### src/hdl/lss_pkg.sv
// Purpose: Shared constants and types for the sink and strobe control block
// Assumes: 250 MHz system clock, 8-bit register port from the serial front end
// Notes: Register indexes select storage slots; offsets are the byte addresses
package lss_pkg;
    // Register byte addresses
    localparam logic [7:0] ADDR_HV_MODE_A = 8'h01;
    localparam logic [7:0] ADDR_HV_MODE_B = 8'h02;
    localparam logic [7:0] ADDR_PAR_MODE = 8'h03;
    localparam logic [7:0] ADDR_HV_ONE = 8'h09;
    localparam logic [7:0] ADDR_HV_TWO = 8'h0a;
    localparam logic [7:0] ADDR_COLOR_ONE = 8'h0b;
    localparam logic [7:0] ADDR_FLASH_LVL = 8'h0e;
    localparam logic [7:0] ADDR_TORCH_LVL = 8'h0f;
    localparam logic [7:0] ADDR_FLASH_TRIG = 8'h11;
    localparam logic [7:0] ADDR_OPTIONS = 8'h12;
    localparam logic [7:0] ADDR_SEQ_OVR = 8'h18;
    localparam logic [7:0] ADDR_HV_SIX = 8'h2f;
    localparam logic [7:0] ADDR_PAR_THREE = 8'h43;

    // Storage slot of each register
    localparam int NREG = 13;
    localparam logic [3:0] IDX_HV_MODE_A = 4'h0;
    localparam logic [3:0] IDX_HV_MODE_B = 4'h1;
    localparam logic [3:0] IDX_PAR_MODE = 4'h2;
    localparam logic [3:0] IDX_HV_ONE = 4'h3;
    localparam logic [3:0] IDX_HV_TWO = 4'h4;
    localparam logic [3:0] IDX_COLOR_ONE = 4'h5;
    localparam logic [3:0] IDX_FLASH_LVL = 4'h6;
    localparam logic [3:0] IDX_TORCH_LVL = 4'h7;
    localparam logic [3:0] IDX_FLASH_TRIG = 4'h8;
    localparam logic [3:0] IDX_OPTIONS = 4'h9;
    localparam logic [3:0] IDX_SEQ_OVR = 4'ha;
    localparam logic [3:0] IDX_HV_SIX = 4'hb;
    localparam logic [3:0] IDX_PAR_THREE = 4'hc;
    localparam logic [3:0] IDX_NONE = 4'hf;

    // Implemented bits; all others read as zero
    localparam logic [7:0] WMASK [NREG] = '{8'h0f, 8'hc0, 8'hff, 8'hff, 8'hff, 8'hff, 8'h3f,
                                           8'h3f, 8'hff, 8'ha7, 8'hf0, 8'hff, 8'hff};
    localparam logic [7:0] REG_RESET = 8'h00;

    // Field positions
    localparam int F_HV_ONE_SEL = 0;
    localparam int F_HV_TWO_SEL = 2;
    localparam int F_HV_SIX_SEL = 6;
    localparam int F_STROBE_TRIG = 0;
    localparam int F_STROBE_MODE = 2;
    localparam int F_STROBE_TIME = 4;
    localparam int F_AUTO_OFF = 0;
    localparam int F_TORCH_TRIG = 1;
    localparam int F_FLASH_DOUBLE = 5;
    localparam int F_STROBE_PIN = 7;
    localparam int F_SEQ_OVR = 4;
    localparam int SHARED_W = 6;
    localparam int DRIVE_W = 9;

    // Timing
    localparam int CLK_MHZ = 250;
    localparam int FLASH_STEP_MS = 100;
    localparam int FLASH_STEP_CYCLES = FLASH_STEP_MS * CLK_MHZ * 1000;
    localparam int MIN_TRIG_US = 10;
    localparam int MIN_TRIG_CYCLES = MIN_TRIG_US * CLK_MHZ;

    typedef enum logic [1:0] {HV_OFF = 2'b00, HV_ON = 2'b01, HV_PWM = 2'b10, HV_SEQ = 2'b11} lss_hv_mode_t;
    typedef enum logic [1:0] {PAR_OFF = 2'b00, PAR_FLASH = 2'b01, PAR_PWM = 2'b10, PAR_ON = 2'b11} lss_par_mode_t;
    typedef enum logic [1:0] {TRIG_OFF = 2'b00, TRIG_SW = 2'b01, TRIG_HIGH = 2'b10, TRIG_LOW = 2'b11} lss_trig_t;
    typedef enum logic [1:0] {SM_FIXED = 2'b00, SM_CAPPED = 2'b01, SM_FOLLOW = 2'b10, SM_UNUSED = 2'b11} lss_smode_t;
    typedef enum logic [1:0] {ST_IDLE = 2'b00, ST_QUAL = 2'b01, ST_FLASH = 2'b10, ST_HOLD = 2'b11} lss_fstate_t;
endpackage

### src/hdl/lss_sink_ctrl.sv
// Purpose: Register bank and drive selection for high-voltage, parallel and colour sinks
// Assumes: Register port comes from the serial front end on clk_sys
// Notes: Drive levels are 9-bit codes in 0.15 mA units
`timescale 1ns/10ps
// Function
// High-voltage level fields: 8-bit code, 0.15 mA per step, FFh is 38.25 mA.
// High-voltage select: off, on, PWM gated, pattern gated.
// Parallel sinks use own level or shared flash/torch level by mode.
// Auto-off ends torch at strobe expiry; rewrite trigger off then on to restart.
// Torch trigger: off, software write, pin two high or low with enable.
// Flash double doubles parallel sink current only during strobe.
// Strobe pin select picks input pin and which sink group flashes.
// Strobe trigger: off, software write, selected pin high or low.
// Fixed mode holds flash for full duration; pin pulse needs 10 us.
// Capped mode follows trigger up to duration; follow mode tracks trigger.
// Strobe duration is 100 ms times code plus one.
// Shared flash level: 6-bit, 0.6 mA steps, doubled with flash double.
// Shared torch level: 6-bit, 0.6 mA steps, for strobe/preview sinks.
// Parallel select: off, strobe/preview, PWM gated, statically on.
// Software avoids shared alternate level in static mode with soft dimming.
// Sequence override bit hands a parallel sink to the pattern generator.
// Parallel sink three level: 8-bit, 0.15 mA steps, outside strobe use.
// Colour sink one level: 8-bit code, 0.15 mA per step.
// Pattern generator runs whenever any sink is connected to it.
// All fields reset to zero; every sink off, strobe and torch disabled.
module lss_sink_ctrl #(
    parameter int FLASH_STEP_CYCLES = lss_pkg::FLASH_STEP_CYCLES
) (
    // Clock and reset
    input wire logic clk_sys,
    input wire logic reset,
    // Register port
    input wire logic [7:0] reg_addr,
    input wire logic [7:0] reg_wdata,
    input wire logic reg_wr,
    input wire logic reg_rd,
    output logic [7:0] reg_rdata,
    // Configuration held elsewhere
    input wire logic pin_one_input_en,
    input wire logic pin_two_input_en,
    input wire logic par_zero_input_en,
    input wire logic [7:0] par_zero_level,
    input wire logic [7:0] par_one_level,
    input wire logic [7:0] par_two_level,
    input wire logic [7:0] shared_alt_level,
    input wire logic [3:0] par_alt_sel,
    // Sink pins used as inputs
    input wire logic hv_sink_one_pin,
    input wire logic hv_sink_two_pin,
    input wire logic par_sink_zero_pin,
    // Generator gates
    input wire logic pwm_gate,
    input wire logic seq_gate,
    // High-voltage sinks
    output logic [2:0] hv_on,
    output logic [7:0] hv_one_level,
    output logic [7:0] hv_two_level,
    output logic [7:0] hv_six_level,
    // Parallel and colour sinks
    output logic [3:0] par_on,
    output logic [3:0][lss_pkg::DRIVE_W-1:0] par_drive,
    output logic [7:0] color_one_level,
    // Status
    output logic flash_active,
    output logic torch_active,
    output logic seq_run
);
    if (FLASH_STEP_CYCLES < 2) begin : g_bad_param
        $error("lss_sink_ctrl: FLASH_STEP_CYCLES too small");
    end

    function automatic logic [3:0] reg_index(input logic [7:0] a);
        if (a == lss_pkg::ADDR_HV_MODE_A) reg_index = lss_pkg::IDX_HV_MODE_A;
        else if (a == lss_pkg::ADDR_HV_MODE_B) reg_index = lss_pkg::IDX_HV_MODE_B;
        else if (a == lss_pkg::ADDR_PAR_MODE) reg_index = lss_pkg::IDX_PAR_MODE;
        else if (a == lss_pkg::ADDR_HV_ONE) reg_index = lss_pkg::IDX_HV_ONE;
        else if (a == lss_pkg::ADDR_HV_TWO) reg_index = lss_pkg::IDX_HV_TWO;
        else if (a == lss_pkg::ADDR_COLOR_ONE) reg_index = lss_pkg::IDX_COLOR_ONE;
        else if (a == lss_pkg::ADDR_FLASH_LVL) reg_index = lss_pkg::IDX_FLASH_LVL;
        else if (a == lss_pkg::ADDR_TORCH_LVL) reg_index = lss_pkg::IDX_TORCH_LVL;
        else if (a == lss_pkg::ADDR_FLASH_TRIG) reg_index = lss_pkg::IDX_FLASH_TRIG;
        else if (a == lss_pkg::ADDR_OPTIONS) reg_index = lss_pkg::IDX_OPTIONS;
        else if (a == lss_pkg::ADDR_SEQ_OVR) reg_index = lss_pkg::IDX_SEQ_OVR;
        else if (a == lss_pkg::ADDR_HV_SIX) reg_index = lss_pkg::IDX_HV_SIX;
        else if (a == lss_pkg::ADDR_PAR_THREE) reg_index = lss_pkg::IDX_PAR_THREE;
        else reg_index = lss_pkg::IDX_NONE;
    endfunction

    // Trigger source decode, used for both strobe and torch
    function automatic logic trig_level(input logic [1:0] sel, input logic en, input logic pin);
        case (sel)
            lss_pkg::TRIG_SW: trig_level = 1'b1;
            lss_pkg::TRIG_HIGH: trig_level = en & pin;
            lss_pkg::TRIG_LOW: trig_level = en & ~pin;
            default: trig_level = 1'b0;
        endcase
    endfunction

    logic [7:0] regs [lss_pkg::NREG];
    logic [7:0] next_regs [lss_pkg::NREG];
    logic [7:0] next_rdata;
    logic [3:0] wr_idx, rd_idx;
    logic [2:0] pin_meta, pin_sync;
    logic torch_block, next_torch_block;
    logic flash_on, flash_timeout;

    assign wr_idx = reg_index(reg_addr);
    assign rd_idx = reg_index(reg_addr);

    // Register writes and reads
    always_comb begin
        for (int i = 0; i < lss_pkg::NREG; i++) begin
            next_regs[i] = regs[i];
        end
        if (reg_wr && wr_idx != lss_pkg::IDX_NONE) begin
            next_regs[wr_idx] = reg_wdata & lss_pkg::WMASK[wr_idx];
        end
        next_rdata = reg_rdata;
        if (reg_rd) begin
            // Unmapped addresses read as zero
            next_rdata = (rd_idx == lss_pkg::IDX_NONE) ? 8'h00 : regs[rd_idx];
        end
    end

    always_ff @(posedge clk_sys or posedge reset) begin
        if (reset) begin
            for (int i = 0; i < lss_pkg::NREG; i++) begin
                regs[i] <= lss_pkg::REG_RESET;
            end
            reg_rdata <= 8'h00;
        end else begin
            regs <= next_regs;
            reg_rdata <= next_rdata;
        end
    end

    // Pin inputs cross into clk_sys
    always_ff @(posedge clk_sys or posedge reset) begin
        if (reset) begin
            pin_meta <= 3'h0;
            pin_sync <= 3'h0;
        end else begin
            pin_meta <= {par_sink_zero_pin, hv_sink_two_pin, hv_sink_one_pin};
            pin_sync <= pin_meta;
        end
    end

    // Field views
    logic [1:0] strobe_trig, strobe_mode, torch_trig;
    logic [3:0] strobe_time;
    logic auto_off, flash_double, strobe_pin, strobe_from_pin, strobe_trig_lvl, torch_req;
    logic [lss_pkg::SHARED_W-1:0] flash_lvl, torch_lvl;

    assign strobe_trig = regs[lss_pkg::IDX_FLASH_TRIG][lss_pkg::F_STROBE_TRIG +: 2];
    assign strobe_mode = regs[lss_pkg::IDX_FLASH_TRIG][lss_pkg::F_STROBE_MODE +: 2];
    assign strobe_time = regs[lss_pkg::IDX_FLASH_TRIG][lss_pkg::F_STROBE_TIME +: 4];
    assign auto_off = regs[lss_pkg::IDX_OPTIONS][lss_pkg::F_AUTO_OFF];
    assign torch_trig = regs[lss_pkg::IDX_OPTIONS][lss_pkg::F_TORCH_TRIG +: 2];
    assign flash_double = regs[lss_pkg::IDX_OPTIONS][lss_pkg::F_FLASH_DOUBLE];
    assign strobe_pin = regs[lss_pkg::IDX_OPTIONS][lss_pkg::F_STROBE_PIN];
    assign flash_lvl = regs[lss_pkg::IDX_FLASH_LVL][lss_pkg::SHARED_W-1:0];
    assign torch_lvl = regs[lss_pkg::IDX_TORCH_LVL][lss_pkg::SHARED_W-1:0];
    assign strobe_from_pin = strobe_trig[1];

    // Selected strobe input and its enable
    assign strobe_trig_lvl = strobe_pin ?
        trig_level(strobe_trig, par_zero_input_en, pin_sync[2]) :
        trig_level(strobe_trig, pin_one_input_en, pin_sync[0]);
    assign torch_req = trig_level(torch_trig, pin_two_input_en, pin_sync[1]);

    lss_flash_timer #(
        .STEP_CYCLES(FLASH_STEP_CYCLES),
        .QUAL_CYCLES(lss_pkg::MIN_TRIG_CYCLES)
    ) u_timer (
        .clk_sys(clk_sys),
        .reset(reset),
        .trig(strobe_trig_lvl),
        .trig_from_pin(strobe_from_pin),
        .mode(strobe_mode),
        .timing(strobe_time),
        .flash_on(flash_on),
        .flash_timeout(flash_timeout)
    );

    // Torch lockout after strobe expiry; expiry wins over a same-cycle off write
    always_comb begin
        next_torch_block = torch_block;
        if (reg_wr && wr_idx == lss_pkg::IDX_OPTIONS &&
            reg_wdata[lss_pkg::F_TORCH_TRIG +: 2] == lss_pkg::TRIG_OFF) begin
            next_torch_block = 1'b0;
        end
        if (flash_timeout && auto_off) begin
            next_torch_block = 1'b1;
        end
    end

    // Sink drive selection
    logic [2:0] next_hv_on;
    logic [3:0] next_par_on;
    logic [3:0][lss_pkg::DRIVE_W-1:0] next_par_drive;
    logic next_torch, next_seq_run, hv_flash, par_flash;
    logic [7:0] own_lvl [4];
    logic [1:0] hv_sel [3];
    logic [lss_pkg::DRIVE_W-1:0] flash_drive, torch_drive;

    assign own_lvl[0] = par_zero_level;
    assign own_lvl[1] = par_one_level;
    assign own_lvl[2] = par_two_level;
    assign own_lvl[3] = regs[lss_pkg::IDX_PAR_THREE];
    assign hv_sel[0] = regs[lss_pkg::IDX_HV_MODE_A][lss_pkg::F_HV_ONE_SEL +: 2];
    assign hv_sel[1] = regs[lss_pkg::IDX_HV_MODE_A][lss_pkg::F_HV_TWO_SEL +: 2];
    assign hv_sel[2] = regs[lss_pkg::IDX_HV_MODE_B][lss_pkg::F_HV_SIX_SEL +: 2];

    // 0.6 mA steps are four 0.15 mA units; doubling makes it eight
    assign flash_drive = flash_double ? {flash_lvl, 3'b000} : {1'b0, flash_lvl, 2'b00};
    assign torch_drive = {1'b0, torch_lvl, 2'b00};
    assign hv_flash = flash_on & strobe_pin & strobe_from_pin;
    assign par_flash = flash_on & ~hv_flash;

    always_comb begin
        next_torch = torch_req & ~torch_block;
        next_seq_run = 1'b0;
        for (int i = 0; i < 3; i++) begin
            case (hv_sel[i])
                lss_pkg::HV_ON: next_hv_on[i] = 1'b1;
                lss_pkg::HV_PWM: next_hv_on[i] = pwm_gate;
                lss_pkg::HV_SEQ: next_hv_on[i] = seq_gate;
                default: next_hv_on[i] = 1'b0;
            endcase
            next_hv_on[i] = next_hv_on[i] | hv_flash;
            next_seq_run = next_seq_run | (hv_sel[i] == lss_pkg::HV_SEQ);
        end
        for (int j = 0; j < 4; j++) begin
            next_par_drive[j] = par_alt_sel[j] ? {1'b0, shared_alt_level} : {1'b0, own_lvl[j]};
            if (regs[lss_pkg::IDX_SEQ_OVR][lss_pkg::F_SEQ_OVR + j]) begin
                next_par_on[j] = seq_gate;
                next_seq_run = 1'b1;
            end else begin
                case (regs[lss_pkg::IDX_PAR_MODE][2*j +: 2])
                    lss_pkg::PAR_FLASH: begin
                        next_par_on[j] = par_flash | next_torch;
                        next_par_drive[j] = par_flash ? flash_drive : torch_drive;
                    end
                    lss_pkg::PAR_PWM: next_par_on[j] = pwm_gate;
                    lss_pkg::PAR_ON: next_par_on[j] = 1'b1;
                    default: next_par_on[j] = 1'b0;
                endcase
            end
        end
    end

    always_ff @(posedge clk_sys or posedge reset) begin
        if (reset) begin
            torch_block <= 1'b0;
            hv_on <= 3'h0;
            par_on <= 4'h0;
            par_drive <= '0;
            torch_active <= 1'b0;
            seq_run <= 1'b0;
            flash_active <= 1'b0;
        end else begin
            torch_block <= next_torch_block;
            hv_on <= next_hv_on;
            par_on <= next_par_on;
            par_drive <= next_par_drive;
            torch_active <= next_torch;
            seq_run <= next_seq_run;
            flash_active <= flash_on;
        end
    end

    assign hv_one_level = regs[lss_pkg::IDX_HV_ONE];
    assign hv_two_level = regs[lss_pkg::IDX_HV_TWO];
    assign hv_six_level = regs[lss_pkg::IDX_HV_SIX];
    assign color_one_level = regs[lss_pkg::IDX_COLOR_ONE];
endmodule // lss_sink_ctrl

### src/hdl/lss_flash_timer.sv
// Purpose: Strobe duration state machine for the three strobe modes
// Assumes: trig is already synchronised and qualified by source selection
// Notes: Duration restarts from zero at each flash start, so it is exact
`timescale 1ns/10ps
module lss_flash_timer #(
    parameter int STEP_CYCLES = lss_pkg::FLASH_STEP_CYCLES,
    parameter int QUAL_CYCLES = lss_pkg::MIN_TRIG_CYCLES
) (
    // Clock and reset
    input wire logic clk_sys,
    input wire logic reset,
    // Trigger and settings
    input wire logic trig,
    input wire logic trig_from_pin,
    input wire logic [1:0] mode,
    input wire logic [3:0] timing,
    // Status
    output logic flash_on,
    output logic flash_timeout
);
    localparam int TW = $clog2(STEP_CYCLES + 1);
    localparam int QW = $clog2(QUAL_CYCLES + 1);

    if (STEP_CYCLES < 2 || QUAL_CYCLES < 1) begin : g_bad_param
        $error("lss_flash_timer: counts too small");
    end

    lss_pkg::lss_fstate_t st, next_st;
    logic [TW-1:0] tick, next_tick;
    logic [QW-1:0] qual, next_qual;
    logic [3:0] steps, next_steps;
    logic next_flash_on, next_timeout;

    always_comb begin
        next_st = st;
        next_tick = tick;
        next_qual = qual;
        next_steps = steps;
        next_timeout = 1'b0;
        case (st)
            lss_pkg::ST_IDLE: begin
                next_tick = '0;
                next_steps = '0;
                next_qual = '0;
                if (trig && mode != lss_pkg::SM_UNUSED) begin
                    if (mode == lss_pkg::SM_FIXED && trig_from_pin) begin
                        next_st = lss_pkg::ST_QUAL;
                    end else begin
                        next_st = lss_pkg::ST_FLASH;
                    end
                end
            end
            lss_pkg::ST_QUAL: begin
                // Short glitches on the pin never fire a fixed-mode flash
                if (!trig) begin
                    next_st = lss_pkg::ST_IDLE;
                end else if (qual == QW'(QUAL_CYCLES - 1)) begin
                    next_st = lss_pkg::ST_FLASH;
                end else begin
                    next_qual = qual + QW'(1);
                end
            end
            lss_pkg::ST_FLASH: begin
                if (tick == TW'(STEP_CYCLES - 1)) begin
                    next_tick = '0;
                    next_steps = steps + 4'h1;
                end else begin
                    next_tick = tick + TW'(1);
                end
                if (mode != lss_pkg::SM_FIXED && !trig) begin
                    next_st = lss_pkg::ST_IDLE;
                end else if (mode != lss_pkg::SM_FOLLOW && tick == TW'(STEP_CYCLES - 1) && steps == timing) begin
                    next_st = lss_pkg::ST_HOLD;
                    next_timeout = 1'b1;
                end
            end
            default: begin
                // Wait for the trigger to drop before arming again
                if (!trig) begin
                    next_st = lss_pkg::ST_IDLE;
                end
            end
        endcase
        next_flash_on = (next_st == lss_pkg::ST_FLASH);
    end

    always_ff @(posedge clk_sys or posedge reset) begin
        if (reset) begin
            st <= lss_pkg::ST_IDLE;
            tick <= '0;
            qual <= '0;
            steps <= '0;
            flash_on <= 1'b0;
            flash_timeout <= 1'b0;
        end else begin
            st <= next_st;
            tick <= next_tick;
            qual <= next_qual;
            steps <= next_steps;
            flash_on <= next_flash_on;
            flash_timeout <= next_timeout;
        end
    end
endmodule // lss_flash_timer

### config.mk
export PLATFORM = sky130hd
export DESIGN_NAME = lss_sink_ctrl
export DESIGN_NICKNAME = d
export VERILOG_FILES = /design/src/hdl/lss_pkg.sv /design/src/hdl/lss_sink_ctrl.sv /design/src/hdl/lss_flash_timer.sv
export SDC_FILE = /design/constraint.sdc
export NUM_CORES = 1
export LEC_CHECK = 0
export ABC_AREA = 1
export BUFFER_PORTS_ARGS = -buffer_cell sky130_fd_sc_hd__buf_4
export CAP_MARGIN = 15
export CORE_MARGIN = 4
export CORE_UTILIZATION = 60
export CTS_CLUSTER_DIAMETER = 40
export DETAILED_ROUTE_END_ITERATION = 10
export PLACE_DENSITY = 0.82
export SLEW_MARGIN = 20
export SYNTH_ARGS = -nofsm -noshare
export SYNTH_HDL_FRONTEND = slang
export SYNTH_HIERARCHICAL = 1
export SYNTH_SLANG_ARGS = --single-unit
export TNS_END_PERCENT = 5
### constraint.sdc
create_clock -name clk_sys -period 13 [get_ports clk_sys]
set_input_delay 0 -clock clk_sys [delete_from_list [all_inputs] [get_ports clk_sys]]
set_output_delay 0 -clock clk_sys [all_outputs]
set_load 0.03 [all_outputs]
# Yosys cells after proc, flatten, opt, wreduce, memory -nomap -nowiden
# Memory sizes are Yosys's and may differ from the RTL's.
# Index checks and enable logic that the tools add are counted.
# totals
regBits	210
ramBits	0
mem_bits_ro	128
wordCells	210
out_inout_bits	86
latch_bits	0
input_bits	64
mem_count	1
# op_classes
n_bitwise	23
n_reduce_logical	20
mux	75
n_div	0
shift	0
order_cmp	2
n_addsub	3
eq_ne	54
mul	0
# mem_list
name	words	word_bits	read_ports	rd_clocked_by_memory_dff	write_ports	line	source
(no name shown)	16	8	1	0	0	lss_sink_ctrl.sv:116	next_regs[wr_idx] = reg_wdata & lss_pkg::WMASK[wr_idx];
# op_table
cell	count
bitwise mux 104 bit	1
two-way mux 9 bit	10
two-way mux 8 bit	10
one-hot mux 25 bit (2 select lines)	1
== test 2 bit (second input constant)	20
== test 8 x 4 -> 1 bit (second input constant)	5
two-way mux 4 bit	9
binary-select mux 8 bit (select 4 bit)	1
demux 8 bit (select 4 bit)	1
one-hot mux 1 bit (3 select lines)	10
adder 25 x 1 -> 25 bit (second input constant)	1
== test 25 bit (second input constant)	1
two-way mux 25 bit	1
== test 8 x 5 -> 1 bit (second input constant)	3
two-way mux 12 bit	2
one-hot mux 12 bit (2 select lines)	1
== test 2 x 1 -> 1 bit (second input constant)	10
== test 8 x 2 -> 1 bit (second input constant)	2
two-way mux 2 bit	8
two-way mux 1 bit	14
adder 12 x 1 -> 12 bit (second input constant)	1
== test 12 bit (second input constant)	1
two-way mux 3 bit	4
AND 1 bit	10
other kinds (23)	50

# Logic depth before layout (Yosys ltp)
# Gate-level depths: netlist of run 1.
# logic_depth
ltp_word	20
depth_mapped	19
ltp_nobuf	17

# Hierarchy
# The synthesis of run 1 kept the hierarchy.
# modules_own_cells
module	seq_area_each_um2	area_per_inst_um2	instances	cells_per_inst
lss_sink_ctrl	4129.0	8568.2	1	1125
lss_flash_timer	1126.1	3039.2	1	465

# Least setup slack after synthesis of run 1
# No wires, ideal clock.
# synth_timing
kind	in2reg
start	input port reg_addr[2]
end	register regs, in the netlist hv_six_level[4]
path_buffers	2
required_ns	12.870
setup_ns	0.130
arrival_ns	2.067
stages	18
path_slack_ns	10.803
cell_sequence	inv_1 > nand2_1 > nor2_1 > nand2_1 > nand2_1 > nor2_4 > nand3_2 > inv_2 > buf_2 > ha_1 > inv_1 > o21ai_4 > inv_4 > nand2_4 > inv_2 > nand2_4 > buf_6 > o21ai_1
# synth_via
elab_chain_len	20
elab_cells_between_ends	39
classes_between	order compare (2); eq/ne (14); mux (18); bitwise (2); reduce/logical (2); memory (1)
# synth_rtl
element	line	source
start: declaration	lss_sink_ctrl.sv:33	input wire logic [7:0] reg_addr,
== test 8 x 7 -> 1 bit	lss_sink_ctrl.sv:85	else if (a == lss_pkg::ADDR_PAR_THREE) reg_index = lss_pkg::IDX_PAR_THREE;
two-way mux 2 bit	lss_sink_ctrl.sv:85	
two-way mux 3 bit	lss_sink_ctrl.sv:84	else if (a == lss_pkg::ADDR_HV_SIX) reg_index = lss_pkg::IDX_HV_SIX;
two-way mux 3 bit	lss_sink_ctrl.sv:83	else if (a == lss_pkg::ADDR_SEQ_OVR) reg_index = lss_pkg::IDX_SEQ_OVR;
two-way mux 3 bit	lss_sink_ctrl.sv:82	else if (a == lss_pkg::ADDR_OPTIONS) reg_index = lss_pkg::IDX_OPTIONS;
two-way mux 3 bit	lss_sink_ctrl.sv:81	else if (a == lss_pkg::ADDR_FLASH_TRIG) reg_index = lss_pkg::IDX_FLASH_TRIG;
two-way mux 4 bit	lss_sink_ctrl.sv:80	else if (a == lss_pkg::ADDR_TORCH_LVL) reg_index = lss_pkg::IDX_TORCH_LVL;
two-way mux 4 bit	lss_sink_ctrl.sv:79	else if (a == lss_pkg::ADDR_FLASH_LVL) reg_index = lss_pkg::IDX_FLASH_LVL;
[4 not listed]	-	
two-way mux 4 bit	lss_sink_ctrl.sv:74	else if (a == lss_pkg::ADDR_HV_MODE_B) reg_index = lss_pkg::IDX_HV_MODE_B;
two-way mux 4 bit (*)	lss_sink_ctrl.sv:73	if (a == lss_pkg::ADDR_HV_MODE_A) reg_index = lss_pkg::IDX_HV_MODE_A;
NOT 4 -> 5 bit (not written as such)	lss_sink_ctrl.sv:116	
memory read (16 x 8 bit), or another cell as far along	-	
two-way mux 8 bit (not written as such) / logical AND 1 bit (equally long branches)	lss_sink_ctrl.sv:116	
two-way mux 8 bit (not written as such)	lss_sink_ctrl.sv:116	
AND 8 bit / demux 8 bit (select 4 bit) (equally long branches)	lss_sink_ctrl.sv:116	
bitwise mux 104 bit	lss_sink_ctrl.sv:116	
end signal: indexed assignment	lss_sink_ctrl.sv:128	regs[i] <= lss_pkg::REG_RESET;
end signal: assignment	lss_sink_ctrl.sv:132	regs <= next_regs;
end: declaration	lss_sink_ctrl.sv:99	logic [7:0] regs [lss_pkg::NREG];
# Every way passes the cells marked *; elsewhere a longest branch is shown, timed or not. The select of a mux whose other input is x is not followed.
# A chain may end at the register's enable or synchronous reset.

# Worst setup path after layout of run 1
# layout_timing
start	input port reg_addr[5]
end	register torch_block
# layout_via
elab_chain_len	18
elab_cells_between_ends	30
classes_between	eq/ne (14); mux (13); reduce/logical (3)
# layout_rtl
element	line	source
== test 8 x 7 -> 1 bit	lss_sink_ctrl.sv:85	
two-way mux 2 bit	lss_sink_ctrl.sv:85	
two-way mux 3 bit	lss_sink_ctrl.sv:84	
two-way mux 3 bit	lss_sink_ctrl.sv:83	
two-way mux 3 bit	lss_sink_ctrl.sv:82	
two-way mux 3 bit	lss_sink_ctrl.sv:81	
two-way mux 4 bit	lss_sink_ctrl.sv:80	
two-way mux 4 bit	lss_sink_ctrl.sv:79	
two-way mux 4 bit	lss_sink_ctrl.sv:78	else if (a == lss_pkg::ADDR_COLOR_ONE) reg_index = lss_pkg::IDX_COLOR_ONE;
two-way mux 4 bit	lss_sink_ctrl.sv:77	else if (a == lss_pkg::ADDR_HV_TWO) reg_index = lss_pkg::IDX_HV_TWO;
two-way mux 4 bit	lss_sink_ctrl.sv:76	else if (a == lss_pkg::ADDR_HV_ONE) reg_index = lss_pkg::IDX_HV_ONE;
two-way mux 4 bit	lss_sink_ctrl.sv:75	else if (a == lss_pkg::ADDR_PAR_MODE) reg_index = lss_pkg::IDX_PAR_MODE;
two-way mux 4 bit	lss_sink_ctrl.sv:74	
two-way mux 4 bit (*)	lss_sink_ctrl.sv:73	
== test 4 bit (*)	lss_sink_ctrl.sv:188	if (reg_wr && wr_idx == lss_pkg::IDX_OPTIONS &&
logical AND 1 bit (*) (2 in a row)	lss_sink_ctrl.sv:188	
nonzero test 2 bit (no source line) (*)	-	
end signal: assignment	lss_sink_ctrl.sv:262	torch_block <= next_torch_block;
end: declaration	lss_sink_ctrl.sv:104	logic torch_block, next_torch_block;
# Every way passes the cells marked *; elsewhere a longest branch is shown, timed or not.

==> results.json, run 1 <==
{
  "synth.ff_latch_count": 210,
  "grt_max_degree": 87,
  "p_per_area_nw_per_um2": 118,
  "clk_latency_ps": 550,
  "required_ps": 13470,
  "gp_congestion": 0.971,
  "hold_viol": 0,
  "intPower_mw": 1.27,
  "max_stage_delay_ps": 710,
  "grt_antenna_before_repair": 0,
  "vdd_drop_max_v": 0.000116,
  "wl_per_cell_um": 18.3,
  "cts_made_buffers": 30,
  "ys.warnings.count": 6,
  "cts_sinks": 210,
  "die_w_um": 147,
  "tritoncts": "built",
  "p_total_mw": 1.71,
  "r2r_cells": 7,
  "clkPwrFrac": 0.521,
  "ctsRootBufferMaster": "clkbuf_16",
  "layout-drive-gt1-share": 0.149,
  "clockBufferDepth": 3,
  "setup_viol": 0,
  "crit_slowest_cell": "nand3_2",
  "fin_worst_skew_ps": 12.4,
  "cap_violations": 0,
  "hold_class": "primary input to flop",
  "grt_first_pass_wirelength_um": 60100,
  "port_buffers": 149,
  "syn_area_per_cell_um2": 7.30,
  "ys_seq_area_frac": 0.453,
  "cts.clk_slew.worst_paths_ps": 60,
  "swShare": 0.255,
  "num_rows": 50,
  "crit_cells": 15,
  "viasPerCell": 5.68,
  "pwr-share-seq": 0.392,
  "relSlewSlack": 0.319,
  "start_util": 0.614,
  "critical_path_class": "primary input to flop",
  "min_period_ps": 3460,
  "die_h_um": 147,
  "switching_power_mw": 0.436,
  "worstMarginPinSlew_ps": 1010,
  "dp_hpwl_um": 23600,
  "wl_um": 37400,
  "ctsResizeCount": 0,
  "first_pass_iters": 6,
  "syn-num-nets": 1661,
  "critPathMaxFanout": 43,
  "grt_use_total": 0.344,
  "arrival_ps": 3920,
  "worst-path-buf-inv": 5,
  "syn_inst": 1590,
  "cts_setup_buffers": 0,
  "rsz0062_at_grt": "false",
  "crit_family": "simple AND/OR/NAND/NOR gates",
  "p_comb_frac": 0.087,
  "fin_nets": 1834,
  "vias": 11600,
  "io_pins": 150,
  "fillers": 1368,
  "synth_area_um2": 11600,
  "start_kind": "primary input",
  "path_cells": "buf_4 > nor2_1 > nand2_4 > clkinv_2 > nand2_2 > nand2_1 > inv_2 > nand3_2 > ha_1 > inv_1 > nor2_1 > nand2_1 > nor3_1 > dlygate4sd3_1 > o21ai_0",
  "mostFrequentLayoutCell": "nand2_1",
  "slew_viol_final": 0,
  "ys_types": 41,
  "finalSetupTns_ps": 0,
  "period_share": 0.266,
  "preCtsSetupSlack_ps": 9190,
  "endpoint_kind": "flop",
  "fmax_mhz": 289,
  "coreArea_um2": 18900,
  "hold_slack_ps": 51.3,
  "drc_errors": 0,
  "syn_to_final_growth_pct": 24.5,
  "layout_common_cells": "560 x nand2_1, 210 x dfrtp_1, 177 x inv_1",
  "grt_overflow": 0,
  "drtIter0Drc": 1197,
  "cts_hold_buf": 76,
  "fp.dieArea_um2": 21600,
  "n_antenna_cell": 0,
  "grt_pass1_vias": 11200,
  "leakagePower_nw": 7.06,
  "timing.final.ws_setup_ps": 9540,
  "ant_nets": 0,
  "hold_depth": 7,
  "run_status": "finished clean",
  "htree_levels": 1
}
worst register-to-register path: cells and delay by family, from the launching register on:
family | cells | cell delay, ps
AND/OR/NAND/NOR | 4 | 1430
AO/OA/AOI/OAI | 1 | 80
buffers and inverters | 2 | 590
flip-flops | 1 | 910
flip-flops by register name (all words and copies together), names as in the netlist, 2 cells and up:
name	count
regs	50
par_drive	36
u_timer/tick	25
u_timer/qual	12
color_one_level	8
hv_one_level	8
hv_six_level	8
hv_two_level	8
own_lvl	8
reg_rdata	8
flash_lvl	6
hv_sel	6
par_on	4
u_timer/steps	4
hv_on	3
pin_meta	3
pin_sync	3
u_timer/st	2
Yosys cell counts, drive strengths merged:
cell	number	area share
nand4	52	0.031
nand3	127	0.059
dfrtp	210	0.45
a21oi	7	0.0030
o21bai	4	0.0026
nor4	1	0.00054
buf	65	0.037
o31ai	1	0.00065
clkinv	3	0.0012
o21ai	166	0.073
o211ai	10	0.0065
nand3b	4	0.0026
a32o	1	0.00086
nor3	11	0.0052
nand2	572	0.19
a31oi	10	0.0059
ha	7	0.0075
or2	3	0.0016
xnor2	3	0.0023
o22ai	4	0.0022
clkbuf	23	0.0075
nor2	109	0.042
inv	190	0.062
xor2	7	0.0053
per-layer routing:
| metal | part of all wire | vias up | wire [um] | GRT usage |
|---|---|---|---|---|
| met5 | 0 | - | 0 | 0 |
| met1 | 0.40 | 5458 | 15100 | 0.463 |
| li1 | - | 5394 | - | - |
| met3 | 0.10 | 109 | 3750 | 0.0808 |
| met2 | 0.46 | 661 | 17100 | 0.546 |
| met4 | 0.040 | 0 | 1480 | 0.134 |
power by group through the flow:
stage	sequential [mW]	combinational, mW	clock (mW)
4_1_cts	0.670	0.141	0.894
3_3_place_gp	0.682	0.118	0
6_report	0.672	0.148	0.891
2_1_floorplan	0.696	0.0553	0
3_5_place_dp	0.682	0.120	0
5_1_grt	0.672	0.158	0.927
path summary, 6_finish.rpt:
kind                                         startpoint                           to  slack (ps)
worst min-delay path                   pin_one_input_en      u_timer/st[1]$_DFF_PP0_          50
min in group asynchronous                         reset       flash_active$_DFF_PP0_         130
worst min register to register    pin_meta[1]$_DFF_PP0_        pin_sync[1]$_DFF_PP0_         350
max in group asynchronous                         reset         regs[55]$_DFFE_PP0P_       11650
worst max register to register  u_timer/st[0]$_DFF_PP0_  u_timer/qual[4]$_DFFE_PP0P_        9870
worst max-delay path                        reg_addr[5]      torch_block$_DFFE_PP0P_        9540
final cells by class:
class,count,area (um2),share of cell area
Clock buffer,33,793,0.0549
Clock inverter,23,324,0.0224
Inverter,193,737,0.0510
Multi-Input combinational cell,1099,5110,0.353
Sequential cell,210,5260,0.364
Tap cell,260,325,0.0225
Timing Repair Buffer,229,1910,0.132
stage by stage:
step                      utilization  instance area [um2]  std cells
after floorplan                     -                11600       1590
after global placement          0.666                12600       1915
after detailed placement        0.666                12600       1915
after CTS                       0.765                14500       2047
after global routing            0.765                14500       2047
final                           0.765                14500       2047
kinds of logic after synthesis:
| group | count (synthesis) | share of synthesized area |
|---|---|---|
| AOI/OAI and AO/OA | 203 | 0.0942 |
| xor gates and xnor gates | 10 | 0.00755 |
| adders and majority gates | 7 | 0.00755 |
| buffers and inverters | 281 | 0.107 |
| DFF | 210 | 0.453 |
| and+or+nand+nor | 879 | 0.331 |
Note: power is estimated with default switching activity, not from simulation.
==> run 2, diff against run 1 <==
Settings changed: CORE_UTILIZATION 60 to 59, PLACE_DENSITY 0.82 to 0.81.
Clock period 13 ns to 3.45 ns, I/O delays scaled along.
==> results.json, run 2 (same netlist as run 1, synthesis figures left out) <==
{
  "run_status": "finished clean",
  "start_kind": "flop",
  "mostFrequentLayoutCell": "nand2_1",
  "hold_viol": 0,
  "fp.dieArea_um2": 22000,
  "slew_viol_final": 0,
  "required_ps": 3950,
  "cts_made_buffers": 31,
  "port_buffers": 149,
  "tritoncts": "built",
  "drc_errors": 0,
  "vdd_drop_max_v": 0.000392,
  "grt_first_pass_wirelength_um": 59400,
  "p_per_area_nw_per_um2": 444,
  "fmax_mhz": 369,
  "relSlewSlack": 0.390,
  "grt_use_total": 0.336,
  "endpoint_kind": "flop",
  "ant_nets": 0,
  "largest_register_ffs": 50,
  "p_total_mw": 6.51,
  "first_pass_iters": 5,
  "min_period_ps": 2710,
  "cts_setup_buffers": 0,
  "fin_nets": 1857,
  "setup_viol": 0,
  "critPathMaxFanout": 11,
  "io_pins": 150,
  "vias": 11800,
  "grt_overflow": 0,
  "grt_max_degree": 50,
  "cts_hold_buf": 82,
  "htree_levels": 1,
  "cts_sinks": 210,
  "coreArea_um2": 19400,
  "grt_pass1_vias": 11300,
  "fin_worst_skew_ps": 18.5,
  "viasPerCell": 5.66,
  "layout_common_cells": "560 x nand2_1, 210 x dfrtp_1, 177 x inv_1",
  "clk_latency_ps": 570,
  "hold_class": "primary input to flop",
  "ctsRootBufferMaster": "clkbuf_16",
  "dp_hpwl_um": 24200,
  "largest_register": "regs",
  "num_rows": 51,
  "cts.clk_slew.worst_paths_ps": 70,
  "worstMarginPinSlew_ps": 906,
  "finalSetupTns_ps": 0,
  "syn_to_final_growth_pct": 26.3,
  "fillers": 1459,
  "layout-drive-gt1-share": 0.157,
  "period_share": 0.786,
  "grt_antenna_before_repair": 0,
  "start_util": 0.598,
  "drtIter0Drc": 998,
  "die_w_um": 148,
  "arrival_ps": 3210,
  "leakagePower_nw": 7.17,
  "die_h_um": 148,
  "clockBufferDepth": 3,
  "wl_um": 37100,
  "largest_registers": "regs: 50 flops, par_drive: 36 flops, u_timer/tick: 25 flops",
  "cap_violations": 0,
  "n_antenna_cell": 0,
  "rsz0062_at_grt": "false",
  "ctsResizeCount": 0,
  "wl_per_cell_um": 17.9,
  "gp_congestion": 0.951,
  "critical_path_class": "flop to flop"
}
==> run 2: worst paths after layout <==
kind,startpoint,to,slack (ps),cells past startpoint
max,regs[33]$_DFFE_PP0P_,par_drive[25]$_DFF_PP0_,740,8
min,reg_wdata[4],color_one_level[4]$_DFFE_PP0P_,40,3
max reg2reg,regs[33]$_DFFE_PP0P_,par_drive[25]$_DFF_PP0_,740,8
min reg2reg,pin_meta[1]$_DFF_PP0_,pin_sync[1]$_DFF_PP0_,350,0
max in group asynchronous,reset,hv_one_level[4]$_DFFE_PP0P_,2160,4
min in group asynchronous,reset,regs[28]$_DFFE_PP0P_,190,3
==> run 2: critical path, cell delays in order (launching register included) <==
cell and delay, ps:
dfrtp_1 450, nand3_1 190, nand2_1 230, inv_1 290, nor2_1 70, a31oi_1 460
nor2_1 110, a31oi_1 240, dlygate4sd3_1 610
==> run 2: layout make-up <==
cell class / count / area (um2) / area share
Multi-Input combinational cell: 1099 / 5110 / 0.348
Inverter: 193 / 736 / 0.0502
Timing Repair Buffer: 251 / 2090 / 0.143
Tap cell: 265 / 332 / 0.0226
Clock buffer: 34 / 817 / 0.0557
Clock inverter: 24 / 323 / 0.0220
Sequential cell: 210 / 5260 / 0.358
==> run 2: through the flow <==
step / hold slack [ps] / setup WS (ps) / area (um2) / instances / utilization
after floorplan: 31.4 / 1250 / 11600 / 1590 / -
after global placement: 110 / 864 / 12700 / 1936 / 0.655
after detailed placement: 112 / 769 / 12700 / 1936 / 0.655
after CTS: 3.76 / 913 / 14700 / 2076 / 0.756
after global routing: 24.9 / 645 / 14700 / 2076 / 0.756
final: 35.3 / 739 / 14700 / 2076 / 0.756
==> run 2: where the power goes <==
group / internal, mW / total [mW] / switching [mW]
combinational: 0.220 / 0.562 / 0.343
sequential: 2.51 / 2.53 / 0.0253
clock: 2.08 / 3.41 / 1.34
total: 4.80 / 6.51 / 1.71
==> run 2: routing by layer <==
| metal | wire (um) | part of all wire | track usage |
|---|---|---|---|
| met4 | 1590 | 0.043 | 0.137 |
| met3 | 3700 | 0.10 | 0.0673 |
| met5 | 0 | 0 | 0 |
| met2 | 16600 | 0.45 | 0.525 |
| met1 | 15200 | 0.41 | 0.464 |
==> run 3, diff against run 2 <==
Settings changed: CORE_UTILIZATION 59 to 53, PLACE_DENSITY 0.81 to 0.77.
Clock period 3.45 ns to 2.2 ns, I/O delays scaled along.
==> results.json, run 3 (same netlist as run 1, synthesis figures left out) <==
{
  "wl_um": 36800,
  "tritoncts": "built",
  "endpoint_kind": "flop",
  "dp_hpwl_um": 25100,
  "grt_use_met3": 0.0571,
  "largest_registers": "regs: 50 flops, par_drive: 36 flops, u_timer/tick: 25 flops",
  "cts_sinks": 210,
  "slew_viol_final": 0,
  "grt_pass1_vias": 11400,
  "p_per_area_nw_per_um2": 666,
  "syn_to_final_growth_pct": 29.5,
  "critPathMaxFanout": 15,
  "drtIter0Drc": 1165,
  "critical_path_class": "flop to flop",
  "fmax_mhz": 493,
  "port_buffers": 149,
  "worst-path-buf-inv": 3,
  "arrival_ps": 2510,
  "htree_levels": 1,
  "leakagePower_nw": 7.39,
  "hold_viol": 0,
  "max_stage_delay_ps": 570,
  "cts.clk_slew.worst_paths_ps": 60,
  "viasPerCell": 5.50,
  "ctsRootBufferMaster": "clkbuf_16",
  "vias": 11700,
  "drc_errors": 0,
  "start_util": 0.545,
  "coreArea_um2": 21300,
  "crit_family": "buffers and inverters",
  "fin_nets": 1904,
  "place_area_um2": 13100,
  "num_rows": 53,
  "layout_common_cells": "560 x nand2_1, 210 x dfrtp_1, 208 x buf_4",
  "vdd_drop_max_v": 0.000674,
  "wl_per_cell_um": 17.2,
  "fin_util": 0.706,
  "path_cells": "inv_1 > nand3_1 > nand3_1 > dlygate4sd3_1 > o21ai_0 > inv_1",
  "hold_slack_ps": 12.8,
  "place_inst": 1989,
  "n_antenna_cell": 0,
  "largest_register": "regs",
  "setup_viol": 0,
  "min_period_ps": 2030,
  "grt_overflow": 0,
  "fin_worst_skew_ps": 12.2,
  "cts_setup_buffers": 0,
  "clockBufferDepth": 3,
  "worstMarginPinSlew_ps": 709,
  "ant_nets": 0,
  "mostFrequentLayoutCell": "nand2_1",
  "first_pass_iters": 6,
  "grt-busiest-layer": "met2",
  "period_share": 0.922,
  "relSlewSlack": 0.527,
  "crit_slowest_cell": "dlygate4sd3_1",
  "timing.final.ws_setup_ps": 171,
  "grt_use_total": 0.301,
  "run_status": "finished clean",
  "io_pins": 150,
  "die_h_um": 156,
  "die_w_um": 156,
  "grt_max_degree": 37,
  "clk_latency_ps": 550,
  "grt_use_met1": 0.420,
  "p_total_mw": 10.0,
  "finalSetupTns_ps": 0,
  "crit_cells": 6,
  "grt_antenna_before_repair": 0,
  "layout-drive-gt1-share": 0.176,
  "grt_first_pass_wirelength_um": 59400,
  "largest_register_ffs": 50,
  "fp.dieArea_um2": 24300,
  "required_ps": 2680,
  "stdcell_count": 2132,
  "hold_class": "primary input to asynchronous set/reset pin",
  "met2_usage": 0.471,
  "cts_made_buffers": 31,
  "r2r_cells": 6,
  "fillers": 1624,
  "gp_congestion": 0.979,
  "preCtsSetupSlack_ps": 26.3,
  "stdcell_area_um2": 15000,
  "cap_violations": 0,
  "rsz0062_at_grt": "false",
  "start_kind": "flop"
}
run 3: cell count changes in the layout (fill, tap and decap cells not counted), moves of 2 or more:
| cell | previous run | this run |
|---|---|---|
| buf_4 | 169 | 208 |
| inv_8 | 6 | 3 |
| clkbuf_1 | 0 | 2 |
| dlygate4sd3_1 | 82 | 86 |
| buf_12 | 0 | 4 |
| clkinv_8 | 3 | 1 |
| clkinv_2 | 4 | 8 |
run 3: metal layers:
metal,wire (um),part of all wire
met1,15300,0.42
met2,16500,0.45
met3,3560,0.097
met4,1400,0.038
met5,0,0
run 3: worst reg2reg max path: cells and delay by family (launching register included):
kind | cells | cell delay (ps)
flops | 1 | 410
simple gates | 2 | 630
buf+inv | 3 | 820
compound gates | 1 | 100
run 3: area by class of cell:
| class | instances | area (um2) | area share |
|---|---|---|---|
| clock buffers | 36 | 825 | 0.0548 |
| clock inverters | 21 | 259 | 0.0172 |
| inverters | 193 | 736 | 0.0489 |
| multi-input cells | 1099 | 5110 | 0.340 |
| flip-flops and latches | 210 | 5260 | 0.350 |
| well taps | 275 | 344 | 0.0229 |
| repair buffers | 298 | 2500 | 0.166 |
run 3: power by group:
group          total, mW  switching (mW)  internal, mW  leakage (nW)
Combinational      0.923           0.537         0.385          4.05
Clock               5.13            1.93          3.19         0.533
Sequential          3.97          0.0361          3.93          2.81
Total               10.0            2.51          7.51          7.39
run 3: repair_timing:
| item | in CTS | in global routing |
|---|---|---|
| endpoints found under the hold margin | 205 | 0 |
| gates resized for setup | 0 | 1 |
| endpoints found under the setup margin | 0 | 1 |
| hold buffers | 86 | 0 |
run 3: path summary, 6_finish.rpt:
kind                                       start                     endpoint  slack [ps]
max                         regs[22]$_DFFE_PP0P_      par_drive[23]$_DFF_PP0_         170
min                                        reset  u_timer/tick[2]$_DFFE_PP0P_          10
max reg2reg                 regs[22]$_DFFE_PP0P_      par_drive[23]$_DFF_PP0_         170
min reg2reg                pin_meta[1]$_DFF_PP0_        pin_sync[1]$_DFF_PP0_         350
max in group asynchronous                  reset  hv_one_level[5]$_DFFE_PP0P_        1330
min in group clk_sys            pin_one_input_en      u_timer/st[1]$_DFF_PP0_          80
